### config.mk
export PLATFORM = sky130hd
export DESIGN_NAME = tmcc_top
export DESIGN_NICKNAME = d
export VERILOG_FILES = /design/src/rtl/tmcc_pkg.sv /design/src/rtl/tmcc_top.sv
export SDC_FILE = /design/constraint.sdc
export NUM_CORES = 1
export LEC_CHECK = 0
export ABC_AREA = 1
export BUFFER_PORTS_ARGS = -buffer_cell sky130_fd_sc_hd__buf_4
export CAP_MARGIN = 30
export CORE_ASPECT_RATIO = 0.6
export CORE_UTILIZATION = 45
export DETAILED_ROUTE_END_ITERATION = 7
export PLACE_DENSITY_LB_ADDON = 0.12
export SLEW_MARGIN = 20
export SYNTH_ARGS = -nofsm -noshare
export SYNTH_HDL_FRONTEND = slang
export SYNTH_SLANG_ARGS = --single-unit
### constraint.sdc
create_clock -name CLK -period 1.1 [get_ports CLK]
set_input_delay 0.22 -clock CLK [delete_from_list [all_inputs] [get_ports CLK]]
set_output_delay 0.22 -clock CLK [all_outputs]
set_load 0.05 [all_outputs]
### src/rtl/tmcc_pkg.sv
package tmcc_pkg;
   // Register byte offsets
   localparam logic [11:0] TMCC_CFG_OFF = 12'h000;
   localparam logic [11:0] TMCC_AMODE_OFF = 12'h004;
   localparam logic [11:0] TMCC_BMODE_OFF = 12'h008;
   localparam logic [11:0] TMCC_CTL_OFF = 12'h00C;
   localparam logic [11:0] TMCC_STAT_OFF = 12'h010;
   localparam int TMCC_ADDR_W = 12;
   // Writable field masks
   localparam logic [31:0] TMCC_CFG_MASK = 32'h0000_0007;
   localparam logic [31:0] TMCC_MODE_MASK = 32'h0000_000F;
   localparam logic [31:0] TMCC_CTL_MASK = 32'h0000_0F60;
   localparam logic [31:0] TMCC_RST_VAL = 32'h0000_0000;
   // Field positions
   localparam int TMCC_AMS_BIT = 3;
   localparam int TMCC_CMR_BIT = 2;
   localparam int TMCC_EVT_LSB = 10;
   localparam int TMCC_STALL_BIT = 9;
   localparam int TMCC_EN_BIT = 8;
   localparam int TMCC_PWML_BIT = 6;
   localparam int TMCC_OTE_BIT = 5;
   // Encodings
   localparam logic [2:0] TMCC_CFG_FULL = 3'h0;
   localparam logic [2:0] TMCC_CFG_RTC = 3'h1;
   localparam logic [1:0] TMCC_MODE_ONESHOT = 2'h1;
   localparam logic [1:0] TMCC_MODE_PERIODIC = 2'h2;
   localparam logic [1:0] TMCC_MODE_CAPTURE = 2'h3;
   localparam logic [1:0] TMCC_EVT_RISE = 2'h0;
   localparam logic [1:0] TMCC_EVT_FALL = 2'h1;
   localparam logic [1:0] TMCC_EVT_BOTH = 2'h3;
   localparam logic [1:0] TMCC_RESP_OKAY = 2'h0;
   localparam logic [1:0] TMCC_RESP_SLVERR = 2'h2;
   typedef enum logic [1:0] {TMCC_WID_FULL, TMCC_WID_RTC, TMCC_WID_SPLIT, TMCC_WID_RSVD} tmcc_width_t;
   typedef enum logic [2:0] {TMCC_OP_OFF, TMCC_OP_ONESHOT, TMCC_OP_PERIODIC, TMCC_OP_CAPCOUNT,
      TMCC_OP_CAPTIME, TMCC_OP_PWM} tmcc_op_t;
endpackage

### src/rtl/tmcc_top.sv
// Contract
// - Second capture style 0 selects edge counting, 1 selects edge time stamping in capture operation.
// - Second mode field decodes 1 one-shot, 2 periodic, 3 capture; 0 is reserved.
// - In split configuration the second mode field selects the second half-width timer mode.
// - In full-width configuration the second mode register is ignored and the first timer mode is used.
// - Second event field selects 0 rising, 1 falling, 3 both edges; 2 is reserved.
// - While the debugger halts the processor the second timer freezes if its freeze bit is 1.
// - The freeze bit is ignored while the processor runs normally.
// - Second run enable 1 starts counting or arms capture per width configuration; 0 disables it.
// - First timer PWM output passes unchanged when the invert bit is 0 and inverted when 1.
// - First timer event reaches the converter trigger only when the trigger enable bit is 1.
// - Width configuration 0 is full-width, 1 is real-time counter, 4 to 7 are split half-width.
`timescale 1ns/10ps
module tmcc_top
   import tmcc_pkg::*;
(
   // Clock and reset
   input wire logic CLK,
   input wire logic RST_N,
   // AXI4-Lite write
   input wire logic [tmcc_pkg::TMCC_ADDR_W-1:0] AWADDR,
   input wire logic AWVALID,
   output logic AWREADY,
   input wire logic [31:0] WDATA,
   input wire logic [3:0] WSTRB,
   input wire logic WVALID,
   output logic WREADY,
   output logic [1:0] BRESP,
   output logic BVALID,
   input wire logic BREADY,
   // AXI4-Lite read
   input wire logic [tmcc_pkg::TMCC_ADDR_W-1:0] ARADDR,
   input wire logic ARVALID,
   output logic ARREADY,
   output logic [31:0] RDATA,
   output logic [1:0] RRESP,
   output logic RVALID,
   input wire logic RREADY,
   // Processor and timer datapath
   input wire logic DEBUG_HALT,
   input wire logic FIRST_PWM_RAW,
   input wire logic FIRST_EVENT,
   input wire logic SECOND_EDGE_IN,
   // Decoded controls
   output logic FIRST_PWM_OUT,
   output logic ADC_TRIGGER,
   output logic SECOND_RUN,
   output logic SECOND_EDGE_EVENT,
   output logic [2:0] SECOND_OP,
   output logic [1:0] WIDTH_MODE
);
   import tmcc_pkg::*;

   logic [31:0] cfg_reg, amode_reg, bmode_reg, ctl_reg;
   logic [TMCC_ADDR_W-1:0] awaddr_reg;
   logic aw_held_reg, w_held_reg;
   logic [31:0] wdata_reg;
   logic [3:0] wstrb_reg;
   logic edge_s1_reg, edge_s2_reg, edge_s3_reg;
   logic halt_s1_reg, halt_s2_reg;
   logic pwm_s1_reg, pwm_s2_reg;
   logic fev_s1_reg, fev_s2_reg;
   tmcc_width_t width;
   tmcc_op_t op_next;
   logic [3:0] eff_mode;
   logic do_write;
   logic wr_hit;
   logic freeze;
   logic rise, fall;

   function automatic logic [31:0] merge(input logic [31:0] old, input logic [31:0] wd,
                                        input logic [3:0] st, input logic [31:0] mask);
      logic [31:0] be;
      be = {{8{st[3]}}, {8{st[2]}}, {8{st[1]}}, {8{st[0]}}} & mask;
      merge = (old & ~be) | (wd & be);
   endfunction

   function automatic tmcc_width_t decode_width(input logic [2:0] cfg);
      if (cfg == TMCC_CFG_FULL) begin
         decode_width = TMCC_WID_FULL;
      end else if (cfg == TMCC_CFG_RTC) begin
         decode_width = TMCC_WID_RTC;
      end else if (cfg[2]) begin
         decode_width = TMCC_WID_SPLIT;
      end else begin
         decode_width = TMCC_WID_RSVD;
      end
   endfunction

   // Write channel: address and data accepted in either order, held until response
   assign AWREADY = !aw_held_reg && !BVALID;
   assign WREADY = !w_held_reg && !BVALID;
   assign do_write = aw_held_reg && w_held_reg && !BVALID;

   always_ff @(posedge CLK or negedge RST_N) begin
      if (!RST_N) begin
         aw_held_reg <= 1'b0;
         w_held_reg <= 1'b0;
         awaddr_reg <= '0;
         wdata_reg <= '0;
         wstrb_reg <= '0;
      end else begin
         if (AWVALID && AWREADY) begin
            aw_held_reg <= 1'b1;
            awaddr_reg <= AWADDR;
         end else if (do_write) begin
            aw_held_reg <= 1'b0;
         end
         if (WVALID && WREADY) begin
            w_held_reg <= 1'b1;
            wdata_reg <= WDATA;
            wstrb_reg <= WSTRB;
         end else if (do_write) begin
            w_held_reg <= 1'b0;
         end
      end
   end

   always_comb begin
      wr_hit = 1'b1;
      unique case (awaddr_reg)
         TMCC_CFG_OFF, TMCC_AMODE_OFF, TMCC_BMODE_OFF, TMCC_CTL_OFF: wr_hit = 1'b1;
         default: wr_hit = 1'b0;
      endcase
   end

   always_ff @(posedge CLK or negedge RST_N) begin
      if (!RST_N) begin
         BVALID <= 1'b0;
         BRESP <= TMCC_RESP_OKAY;
      end else if (do_write) begin
         BVALID <= 1'b1;
         BRESP <= wr_hit ? TMCC_RESP_OKAY : TMCC_RESP_SLVERR;
      end else if (BREADY) begin
         BVALID <= 1'b0;
      end
   end

   // Masks keep reserved bits, bit 7 among them, at zero
   always_ff @(posedge CLK or negedge RST_N) begin
      if (!RST_N) begin
         cfg_reg <= TMCC_RST_VAL;
         amode_reg <= TMCC_RST_VAL;
         bmode_reg <= TMCC_RST_VAL;
         ctl_reg <= TMCC_RST_VAL;
      end else if (do_write) begin
         if (awaddr_reg == TMCC_CFG_OFF) begin
            cfg_reg <= merge(cfg_reg, wdata_reg, wstrb_reg, TMCC_CFG_MASK);
         end
         if (awaddr_reg == TMCC_AMODE_OFF) begin
            amode_reg <= merge(amode_reg, wdata_reg, wstrb_reg, TMCC_MODE_MASK);
         end
         if (awaddr_reg == TMCC_BMODE_OFF) begin
            bmode_reg <= merge(bmode_reg, wdata_reg, wstrb_reg, TMCC_MODE_MASK);
         end
         if (awaddr_reg == TMCC_CTL_OFF) begin
            ctl_reg <= merge(ctl_reg, wdata_reg, wstrb_reg, TMCC_CTL_MASK);
         end
      end
   end

   // Read channel: one-cycle answer, data registered
   assign ARREADY = !RVALID;

   always_ff @(posedge CLK or negedge RST_N) begin
      if (!RST_N) begin
         RVALID <= 1'b0;
         RDATA <= '0;
         RRESP <= TMCC_RESP_OKAY;
      end else if (ARVALID && ARREADY) begin
         RVALID <= 1'b1;
         RRESP <= TMCC_RESP_OKAY;
         unique case (ARADDR)
            TMCC_CFG_OFF: RDATA <= cfg_reg;
            TMCC_AMODE_OFF: RDATA <= amode_reg;
            TMCC_BMODE_OFF: RDATA <= bmode_reg;
            TMCC_CTL_OFF: RDATA <= ctl_reg;
            TMCC_STAT_OFF: RDATA <= {24'h000000, 1'b0, SECOND_OP, WIDTH_MODE, SECOND_RUN, freeze};
            default: begin
               RDATA <= '0;
               RRESP <= TMCC_RESP_SLVERR;
            end
         endcase
      end else if (RREADY) begin
         RVALID <= 1'b0;
      end
   end

   // Pin-side inputs from outside the clock domain pass two flops first
   always_ff @(posedge CLK or negedge RST_N) begin
      if (!RST_N) begin
         edge_s1_reg <= 1'b0;
         edge_s2_reg <= 1'b0;
         edge_s3_reg <= 1'b0;
         halt_s1_reg <= 1'b0;
         halt_s2_reg <= 1'b0;
         pwm_s1_reg <= 1'b0;
         pwm_s2_reg <= 1'b0;
         fev_s1_reg <= 1'b0;
         fev_s2_reg <= 1'b0;
      end else begin
         edge_s1_reg <= SECOND_EDGE_IN;
         edge_s2_reg <= edge_s1_reg;
         edge_s3_reg <= edge_s2_reg;
         halt_s1_reg <= DEBUG_HALT;
         halt_s2_reg <= halt_s1_reg;
         pwm_s1_reg <= FIRST_PWM_RAW;
         pwm_s2_reg <= pwm_s1_reg;
         fev_s1_reg <= FIRST_EVENT;
         fev_s2_reg <= fev_s1_reg;
      end
   end

   assign width = decode_width(cfg_reg[2:0]);
   // Full width takes the first timer's mode, split takes the second's
   assign eff_mode = (width == TMCC_WID_SPLIT) ? bmode_reg[3:0] : amode_reg[3:0];
   // Freeze only while halted and only if requested
   assign freeze = halt_s2_reg && ctl_reg[TMCC_STALL_BIT];
   assign rise = edge_s2_reg && !edge_s3_reg;
   assign fall = !edge_s2_reg && edge_s3_reg;

   always_comb begin
      op_next = TMCC_OP_OFF;
      if (ctl_reg[TMCC_EN_BIT] && (width == TMCC_WID_FULL || width == TMCC_WID_SPLIT)) begin
         unique case (eff_mode[1:0])
            TMCC_MODE_ONESHOT: op_next = TMCC_OP_ONESHOT;
            TMCC_MODE_PERIODIC: op_next = eff_mode[TMCC_AMS_BIT] ? TMCC_OP_PWM : TMCC_OP_PERIODIC;
            TMCC_MODE_CAPTURE: op_next = eff_mode[TMCC_CMR_BIT] ? TMCC_OP_CAPTIME : TMCC_OP_CAPCOUNT;
            default: op_next = TMCC_OP_OFF;
         endcase
      end
   end

   always_ff @(posedge CLK or negedge RST_N) begin
      if (!RST_N) begin
         SECOND_OP <= TMCC_OP_OFF;
         WIDTH_MODE <= 2'h0;
         SECOND_RUN <= 1'b0;
      end else begin
         SECOND_OP <= op_next;
         WIDTH_MODE <= width;
         SECOND_RUN <= (op_next != TMCC_OP_OFF) && !freeze;
      end
   end

   always_ff @(posedge CLK or negedge RST_N) begin
      if (!RST_N) begin
         SECOND_EDGE_EVENT <= 1'b0;
         FIRST_PWM_OUT <= 1'b0;
         ADC_TRIGGER <= 1'b0;
      end else begin
         unique case (ctl_reg[TMCC_EVT_LSB +: 2])
            TMCC_EVT_RISE: SECOND_EDGE_EVENT <= rise;
            TMCC_EVT_FALL: SECOND_EDGE_EVENT <= fall;
            TMCC_EVT_BOTH: SECOND_EDGE_EVENT <= rise || fall;
            default: SECOND_EDGE_EVENT <= 1'b0;
         endcase
         FIRST_PWM_OUT <= pwm_s2_reg ^ ctl_reg[TMCC_PWML_BIT];
         ADC_TRIGGER <= fev_s2_reg && ctl_reg[TMCC_OTE_BIT];
      end
   end

   // Assertions
   property p_pwm_inv;
      @(posedge CLK) disable iff (!RST_N) 1'b1 |=> FIRST_PWM_OUT == ($past(pwm_s2_reg) ^ $past(ctl_reg[TMCC_PWML_BIT]));
   endproperty
   a_pwm_inv: assert property (p_pwm_inv) else $error("pwm invert wrong");
   property p_adc_gate;
      @(posedge CLK) disable iff (!RST_N) !ctl_reg[TMCC_OTE_BIT] ##1 !ctl_reg[TMCC_OTE_BIT] |-> !ADC_TRIGGER;
   endproperty
   a_adc_gate: assert property (p_adc_gate) else $error("adc trigger leaked");
   property p_freeze;
      @(posedge CLK) disable iff (!RST_N) (halt_s2_reg && ctl_reg[TMCC_STALL_BIT]) |=> !SECOND_RUN;
   endproperty
   a_freeze: assert property (p_freeze) else $error("not frozen while halted");
   property p_nohalt;
      @(posedge CLK) disable iff (!RST_N) (!halt_s2_reg && op_next != TMCC_OP_OFF) |=> SECOND_RUN;
   endproperty
   a_nohalt: assert property (p_nohalt) else $error("stall applied while running");
   property p_disable;
      @(posedge CLK) disable iff (!RST_N) !ctl_reg[TMCC_EN_BIT] |=> SECOND_OP == TMCC_OP_OFF && !SECOND_RUN;
   endproperty
   a_disable: assert property (p_disable) else $error("runs while disabled");
   property p_full_uses_first;
      @(posedge CLK) disable iff (!RST_N)
         (width == TMCC_WID_FULL && ctl_reg[TMCC_EN_BIT] && amode_reg[1:0] == TMCC_MODE_ONESHOT)
         |=> SECOND_OP == TMCC_OP_ONESHOT;
   endproperty
   a_full_uses_first: assert property (p_full_uses_first) else $error("full width mode source wrong");
   property p_split_capture;
      @(posedge CLK) disable iff (!RST_N)
         (width == TMCC_WID_SPLIT && ctl_reg[TMCC_EN_BIT] && bmode_reg[2:0] == 3'h3)
         |=> SECOND_OP == TMCC_OP_CAPCOUNT;
   endproperty
   a_split_capture: assert property (p_split_capture) else $error("split capture decode wrong");
   property p_timestamp;
      @(posedge CLK) disable iff (!RST_N)
         (op_next != TMCC_OP_OFF && eff_mode[1:0] == TMCC_MODE_CAPTURE && eff_mode[TMCC_CMR_BIT])
         |=> SECOND_OP == TMCC_OP_CAPTIME;
   endproperty
   a_timestamp: assert property (p_timestamp) else $error("capture style wrong");
   property p_reserved_mode;
      @(posedge CLK) disable iff (!RST_N) eff_mode[1:0] == 2'h0 |=> SECOND_OP == TMCC_OP_OFF;
   endproperty
   a_reserved_mode: assert property (p_reserved_mode) else $error("reserved mode ran");
   property p_rsvd_zero;
      @(posedge CLK) disable iff (!RST_N) (ctl_reg & ~TMCC_CTL_MASK) == 32'h0000_0000;
   endproperty
   a_rsvd_zero: assert property (p_rsvd_zero) else $error("reserved control bit set");
   property p_rise_evt;
      @(posedge CLK) disable iff (!RST_N)
         (ctl_reg[TMCC_EVT_LSB +: 2] == TMCC_EVT_RISE && fall) |=> !SECOND_EDGE_EVENT;
   endproperty
   a_rise_evt: assert property (p_rise_evt) else $error("falling edge counted in rising mode");
   property p_rtc_off;
      @(posedge CLK) disable iff (!RST_N) cfg_reg[2:0] == TMCC_CFG_RTC |=> SECOND_OP == TMCC_OP_OFF;
   endproperty
   a_rtc_off: assert property (p_rtc_off) else $error("timer runs in counter configuration");
   c_write: cover property (@(posedge CLK) disable iff (!RST_N) BVALID && BREADY);
   c_pwm: cover property (@(posedge CLK) disable iff (!RST_N) SECOND_OP == TMCC_OP_PWM);
   c_freeze: cover property (@(posedge CLK) disable iff (!RST_N) freeze && ctl_reg[TMCC_EN_BIT]);
   c_both: cover property (@(posedge CLK) disable iff (!RST_N) SECOND_EDGE_EVENT && fall);
endmodule

# == Yosys cells after proc, flatten, opt, wreduce, memory -nomap -nowiden ==
# Index checks and enable logic that the tools add are counted.
# word_totals
regBits,232
elab_cells,116
out_inout_bits,50
input_bits,71
# classes
n_bitwise,15
n_eq_ne,14
n_reduce_logical,38
muxes,20
# op_table
operator,count
$pmux W32 S5,1
$and A32 B32 Y32,4
$or A32 B32 Y32,4
$eq A12 B4 Y1 const B,4
$and A32 B12 Y32,1
$and A32 B3 Y32,1
$and A32 B4 Y32,1
$not A12 Y32,1
$not A3 Y32,1
$not A4 Y32,1
$eq A12 B3 Y1 const B,2
$logic_not A12 Y1,2
$logic_and A1 B1 Y1,13
$eq A12 B5 Y1 const B,1
$mux W1,9
$mux W3,3
$pmux W3 S3,1
$eq A2 B2 Y1 const B,4
$mux W2,4
$reduce_and A2 Y1,4
$reduce_bool A2 Y1,4
$logic_not A1 Y1,7
$reduce_or A5 Y1,1
$eq A2 B1 Y1 const B,2
9 further kinds,11

# == Depth between registers and ports, before layout ==
# Gate-level depths: netlist (run 1).
# depth
ltp_word,10
depth_mapped,8
mapped_depth_nobuf,8

# == Least setup slack after synthesis (run 1) ==
# No wires, ideal clock.
# synth_path
kind,register to register
start,register BVALID
end,register awaddr_reg[1]
path_slack_ps,-1010
t_arrival_ps,1987
setup_time_ps,124
path_stages_with_launch,6
required_ps,976
path_buffers,1
period_less_slack_ps,2110
path_cell_list,dfrtp_1 > nor2_1 > nand2_2 > buf_2 > nor2_1 > a21oi_1
# synth_between
elab_chain_len,3
# synth_lines
element,line,source
from (decl),tmcc_top.sv:29,"output logic BVALID,"
from (signal assigned),tmcc_top.sv:129,BVALID <= 1'b0;
from (signal assigned),tmcc_top.sv:132,BVALID <= 1'b1;
from (signal assigned),tmcc_top.sv:135,BVALID <= 1'b0;
$logic_not A1 Y1,tmcc_top.sv:91,assign AWREADY = !aw_held_reg && !BVALID;
$logic_and A1 B1 Y1,tmcc_top.sv:91,
net AWREADY,tmcc_top.sv:23,"output logic AWREADY,"
$logic_and A1 B1 Y1,tmcc_top.sv:103,if (AWVALID && AWREADY) begin
to (signal assigned),tmcc_top.sv:99,awaddr_reg <= '0;
to (signal assigned),tmcc_top.sv:105,awaddr_reg <= AWADDR;
to (decl),tmcc_top.sv:55,logic [TMCC_ADDR_W-1:0] awaddr_reg;
# The timed path passes the listed nets, and every way through them passes these cells.
# A chain may end at the register's enable or synchronous reset.

# == Final worst setup path (run 1) ==
# layout_path
start,register BVALID
end,output AWREADY
# layout_between
elab_chain_len,2
# layout_lines
element,line
$logic_not A1 Y1,tmcc_top.sv:91
$logic_and A1 B1 Y1,tmcc_top.sv:91
to (decl),tmcc_top.sv:23
# Every way passes these cells.

==> metrics.txt, run 1 <==
most area-consuming cells after synthesis=dfrtp_1, nand2_1, buf_4, mux2_2, inv_1; largest area contributor in the netlist=dfrtp_1; routed len/inst=about 14 um; Post-Route WL=around 8700 um; Initial DRC Count=193; unrepaired setup endpoints after global routing=true; CTS Buf Count=9; most common cell after layout, fill and taps aside=buf_4; Synth Area in Simple Gates=21.81%; first-pass GRT wire length=14190 um; layout cells sized above 1=about 50%; H-tree Lvls=3; Synth Register Bits=76; Setup Skew=0.006803 ns; Crit path required time=0.88 ns; # clock sinks=76; adder-cell share of the synthesized area=0.7270%; Hold EP=BVALID$_DFFE_PN0P_; Remaining DRCs=0; Setup crit end kind=primary output; Max Freq=692.8 MHz; setup ws final=-0.3435 ns; Initial Util=46.98%; commonest cells after routing, fill and taps aside=buf_4, dfrtp_1, nand2_1; Cell variety after synth=28; Synth top area share=55.25%; r2r setup slk=-0.28 ns; row count=24; Clock transition at path regs=0.06 ns; pins over their slew limit=0; initial antenna violation count=0; Seq/Total Area, Yosys=55.25%; grt total ovfl=0; die area=~8000 sq um; clock period minus worst slack=1.443 ns; Synthesis Warnings=0; Leak=2.812 nW; Max Buffers Root-to-Sink=2; cell count after synthesis=about 360; antenna viol nets, final=0; Pre-antenna DRT Iters=4; Synth Area in Compound Gates=under 10%; Setup CP Type=flop to primary output; syn_area_per_cell=9.456 sq um; reg2reg start=BVALID$_DFFE_PN0P_; result of the run=finished, violations left; xor/xnor share of the synthesized area=less than 1%; Horiz. Die Dim=between 100 and 150 um; Post-Place Cells=580; Root Driver=clkbuf_16; NumNets Final=about 590; largest net degree at the start of global routing=28; ANT cells=0; Port-buffer cells=73; Hold WC Path Type=input pin to flop; failing checks=setup timing; WP data arrival=~1.2 ns; dpl ws=-0.3157 ns; Tot GR Track Use=23.76%; Core Region=7327 sq um; non-filler cells, final=628; worst r2r dst=awaddr_reg[11]$_DFFE_PN0P_; worst skew pair latency=0.34 ns; Hold Path Origin=BREADY; Worst VDD drop=roughly 0.0022 V; main combinational cell family by area after synthesis=simple AND/OR/NAND/NOR gates; vias=2926; Worst Path Max Fanout=3; footprint of the multi-input gates=1608 sq um; Final setup viols=80; Period Utilization, post-route=131.2%; hold depth=2; Seq. cell area=1906 sq um; final hold vios=0; Die H=69.75 um; crit path launch=BVALID$_DFFE_PN0P_; worst r2r path cells=6; fillers=550; number of global-route vias before repair=about 2900; Placer Congestion=0.9015; Boundary Pins=~120; vias per cell=4.659; Post-Syn Area=about 3400 sq um; multiplexer share of the synthesized area=4.580%; Pwr Density=1880 nW/um^2; # Max-Cap Violations=0; Worst setup SP type=flop; Post-DP HPWL=5780 um; TritonCTS clock tree=yes; Area Overhead vs Synth=58.63%
power breakdown:
group | internal [W] | switching [W]
clock | 0.00178 | 0.00118
sequential | 0.00334 | 0.000435
combinational | 0.00167 | 0.00186
synth_stat cells (all sizes together):
cell,number
o21a,1
nor3,5
or2,1
a21oi,22
o21ai,21
ha,2
mux2,14
inv,44
nand3b,1
o211ai,1
nor2,45
xor2,1
nand2,71
dfrtp,76
nand4,1
conb,1
nand3,31
buf,26
final cells by class:
class                      count  share of cell area (%)
clock buffer                  10                   4.193
clock inverter                 6                   1.306
inverter                      44                   3.277
multi-input combinational    242                   29.45
sequential                    76                   34.90
tap                          104                   2.383
timing repair buffer         146                   24.50
per-layer routing:
metal  vias up  GRT usage [%]  share of wire (%)
met1      1395          32.35                 45
li1       1436              -                  -
met4         0          9.380               0.93
met5         -              0                  0
met2        88          36.81                 48
met3         7          5.507                5.6
how the worst max path moves through the flow:
stage | to | slack, ns | depth (start not counted)
2_1_floorplan | awaddr_reg[10]$_DFFE_PN0P_ | -0.32 | 3
5_1_grt | AWREADY | -0.39 | 4
3_3_place_gp | flop | -0.22 | 6
4_1_cts | AWREADY | -0.36 | 4
3_5_place_dp | flop | -0.32 | 6
6_report | AWREADY | -0.34 | 4
what timing repair did:
| action | 4_1_cts | 5_1_grt |
|---|---|---|
| buffers inserted | 15 | 11 |
| hold endpoints to repair | 26 | 0 |
| setup endpoints to repair | 72 | 87 |
| hold buffers | 5 | 0 |
| gates cloned | 2 | 0 |
| resized for setup | 71 | 58 |
| pin swaps | 11 | 19 |
cell families after synthesis:
family | Yosys count
xor gates and xnor gates | 1
DFF | 76
buffers and inverters | 70
and+or+nand+nor | 155
muxes | 14
AOI/OAI and AO/OA | 45
other | 1
adders and majority gates | 2
worst max-delay path, cell delays in order, from the launching register on:
cell     delay, ns
dfrtp_2       0.41
buf_6         0.14
nor2_4        0.10
buf_6         0.11
buf_8         0.13
per-stage QoR:
| step | util, % | total power (W) | hold slack (ns) | setup TNS, ns | area (sq um) |
|---|---|---|---|---|---|
| after floorplan | - | 0.005363 | -0.07559 | -15.50 | 3597 |
| after global placement | 60.62 | 0.006234 | 0.1654 | -6.707 | 4442 |
| after detailed placement | 60.62 | 0.006308 | 0.1664 | -8.071 | 4442 |
| after CTS | 70.92 | 0.009946 | 0.05041 | -11.19 | 5196 |
| after global routing | 74.52 | 0.01074 | 0.08500 | -16.86 | 5460 |
| final | 74.52 | 0.01027 | 0.05957 | -12.28 | 5460 |
Power figures use the tool's default switching activity.
==> run 2: changes to the inputs <==
--- a/config.mk
+++ b/config.mk
@@ -11,6 +11,7 @@
 export CORE_ASPECT_RATIO = 0.6
 export CORE_UTILIZATION = 45
 export DETAILED_ROUTE_END_ITERATION = 7
+export MAX_ROUTING_LAYER = met4
 export PLACE_DENSITY_LB_ADDON = 0.12
 export SLEW_MARGIN = 20
 export SYNTH_ARGS = -nofsm -noshare
==> metrics.txt, run 2 (synthesized netlist as in run 1, its figures left out) <==
Critical Path Sink=WREADY; Root Driver=clkbuf_16; Tot GR Track Use=24.33%; commonest cells after routing, fill and taps aside=buf_4, dfrtp_1, nand2_1; largest net degree at the start of global routing=40; Leak=around 2.8 nW; Period Utilization, post-route=131.1%; Pwr Density=1850 nW/um^2; Setup crit end kind=primary output; initial antenna violation count=0; Hold Path Origin=BREADY; CTS Buf Count=9; metal2 WL=4149 um; Max Freq=693.4 MHz; Placer Congestion=about 0.9; number of global-route vias before repair=2949; crit path launch=BVALID$_DFFE_PN0P_; area of all placed cells without fillers=~5500 sq um; # Max-Cap Violations=0; unrepaired setup endpoints after global routing=true; TritonCTS clock tree=yes; layout cells sized above 1=50.38%; routed len/inst=13.79 um; Worst VDD drop=0.002114 V; worst skew pair latency=approximately 0.34 ns; Seq. cell area=1908 sq um; first-pass GRT wire length=14030 um; H-tree Lvls=3; Remaining DRCs=0; Setup Skew=0.008115 ns; worst r2r path cells=6; grt total ovfl=0; Clock transition at path regs=about 0.06 ns; final hold vios=0; Post-Place Cells=a little under 600; NumNets Final=592; Port-buffer cells=73; Hold WC Path Type=input pin to flop; Initial DRC Count=131; Max Used Layer=met4; Max Buffers Root-to-Sink=2; most common cell after layout, fill and taps aside=buf_4; result of the run=finished, violations left; Horiz. Die Dim=about 110 um; Boundary Pins=121; pins over their slew limit=0; met1 wire length=between 3000 and 4000 um; Post-Route WL=8662 um; Post-DP HPWL=5605 um; Pre-antenna DRT Iters=4; clock period minus worst slack=1.442 ns; fillers=521; Worst Path Max Fanout=3; die area=8014 sq um; Crit path required time=0.88 ns; Die H=69.75 um; reg2reg start=awaddr_reg[9]$_DFFE_PN0P_; WP data arrival=1.22 ns; vias per cell=between 4 and 5; footprint of the multi-input gates=1619 sq um; r2r setup slk=-0.30 ns; Worst setup SP type=flop; Initial Util=a little under half; failing checks=setup timing; vias=between 2000 and 3000; antenna viol nets, final=0; Setup CP Type=flop to primary output; Area Overhead vs Synth=58.96%; # clock sinks=76; row count=24; DP Area=approximately 4400 sq um; ANT cells=0; non-filler cells, final=628; setup ws final=-0.3421 ns; Final setup viols=75; met3 WL=440 um; dpl ws=-0.2628 ns; Core Region=7327 sq um
==> run 2: per-stage QoR <==
stage	power, W	hold WS (ns)	utilization, %	setup TNS [ns]
finish	0.01012	0.06594	74.68	-11.06
detailed placement	0.006299	0.09921	60.35	-7.597
floorplan	0.005363	-0.07559	-	-15.50
CTS	0.009920	0.04371	71.14	-11.70
global route	0.01062	0.07236	74.68	-15.34
global placement	0.006224	0.09200	60.35	-6.738
==> run 2: what timing repair did <==
item,CTS,global route
resized for setup,76,58
gates cloned,1,0
endpoints found under the setup margin,72,87
endpoints found under the hold margin,37,0
pin swaps,12,23
setup buffers,17,12
hold buffers,5,0
==> run 2: worst max-delay path, cell delays in order (launching register included) <==
cell	delay, ns
dfrtp_2	0.42
buf_6	0.14
nor2_4	0.09
buf_6	0.10
buf_8	0.13
==> run 2: worst min path at each step <==
| stage | endpoint | cells after the start |
|---|---|---|
| 3_3_place_gp | wdata_reg[3]$_DFFE_PN0P_ | 1 |
| 5_1_grt | BVALID$_DFFE_PN0P_ | 2 |
| 6_report | BVALID$_DFFE_PN0P_ | 2 |
| 2_1_floorplan | ADC_TRIGGER$_DFF_PN0_ | 0 |
| 4_1_cts | BVALID$_DFFE_PN0P_ | 2 |
| 3_5_place_dp | wdata_reg[3]$_DFFE_PN0P_ | 1 |
==> run 2: layout make-up <==
cell class	count	share of cell area [%]
sequential	76	34.87
tap	104	2.378
clock inverter	6	1.303
multi-input combinational	241	29.59
timing repair buffer	147	24.22
inverter	44	3.270
clock buffer	10	4.368
==> run 2: power breakdown <==
group          switching (W)  internal (W)  total, W  leakage (nW)
registers           0.000447       0.00335   0.00380         0.953
logic                0.00173       0.00158   0.00330          1.72
clock network        0.00119       0.00183   0.00302         0.145
==> run 2: per-layer routing <==
layer  up-vias  track usage, %
li1       1429               -
met1      1386           31.69
met2        88           37.08
met3        10           6.206
met4         0           8.369
met5         -               -
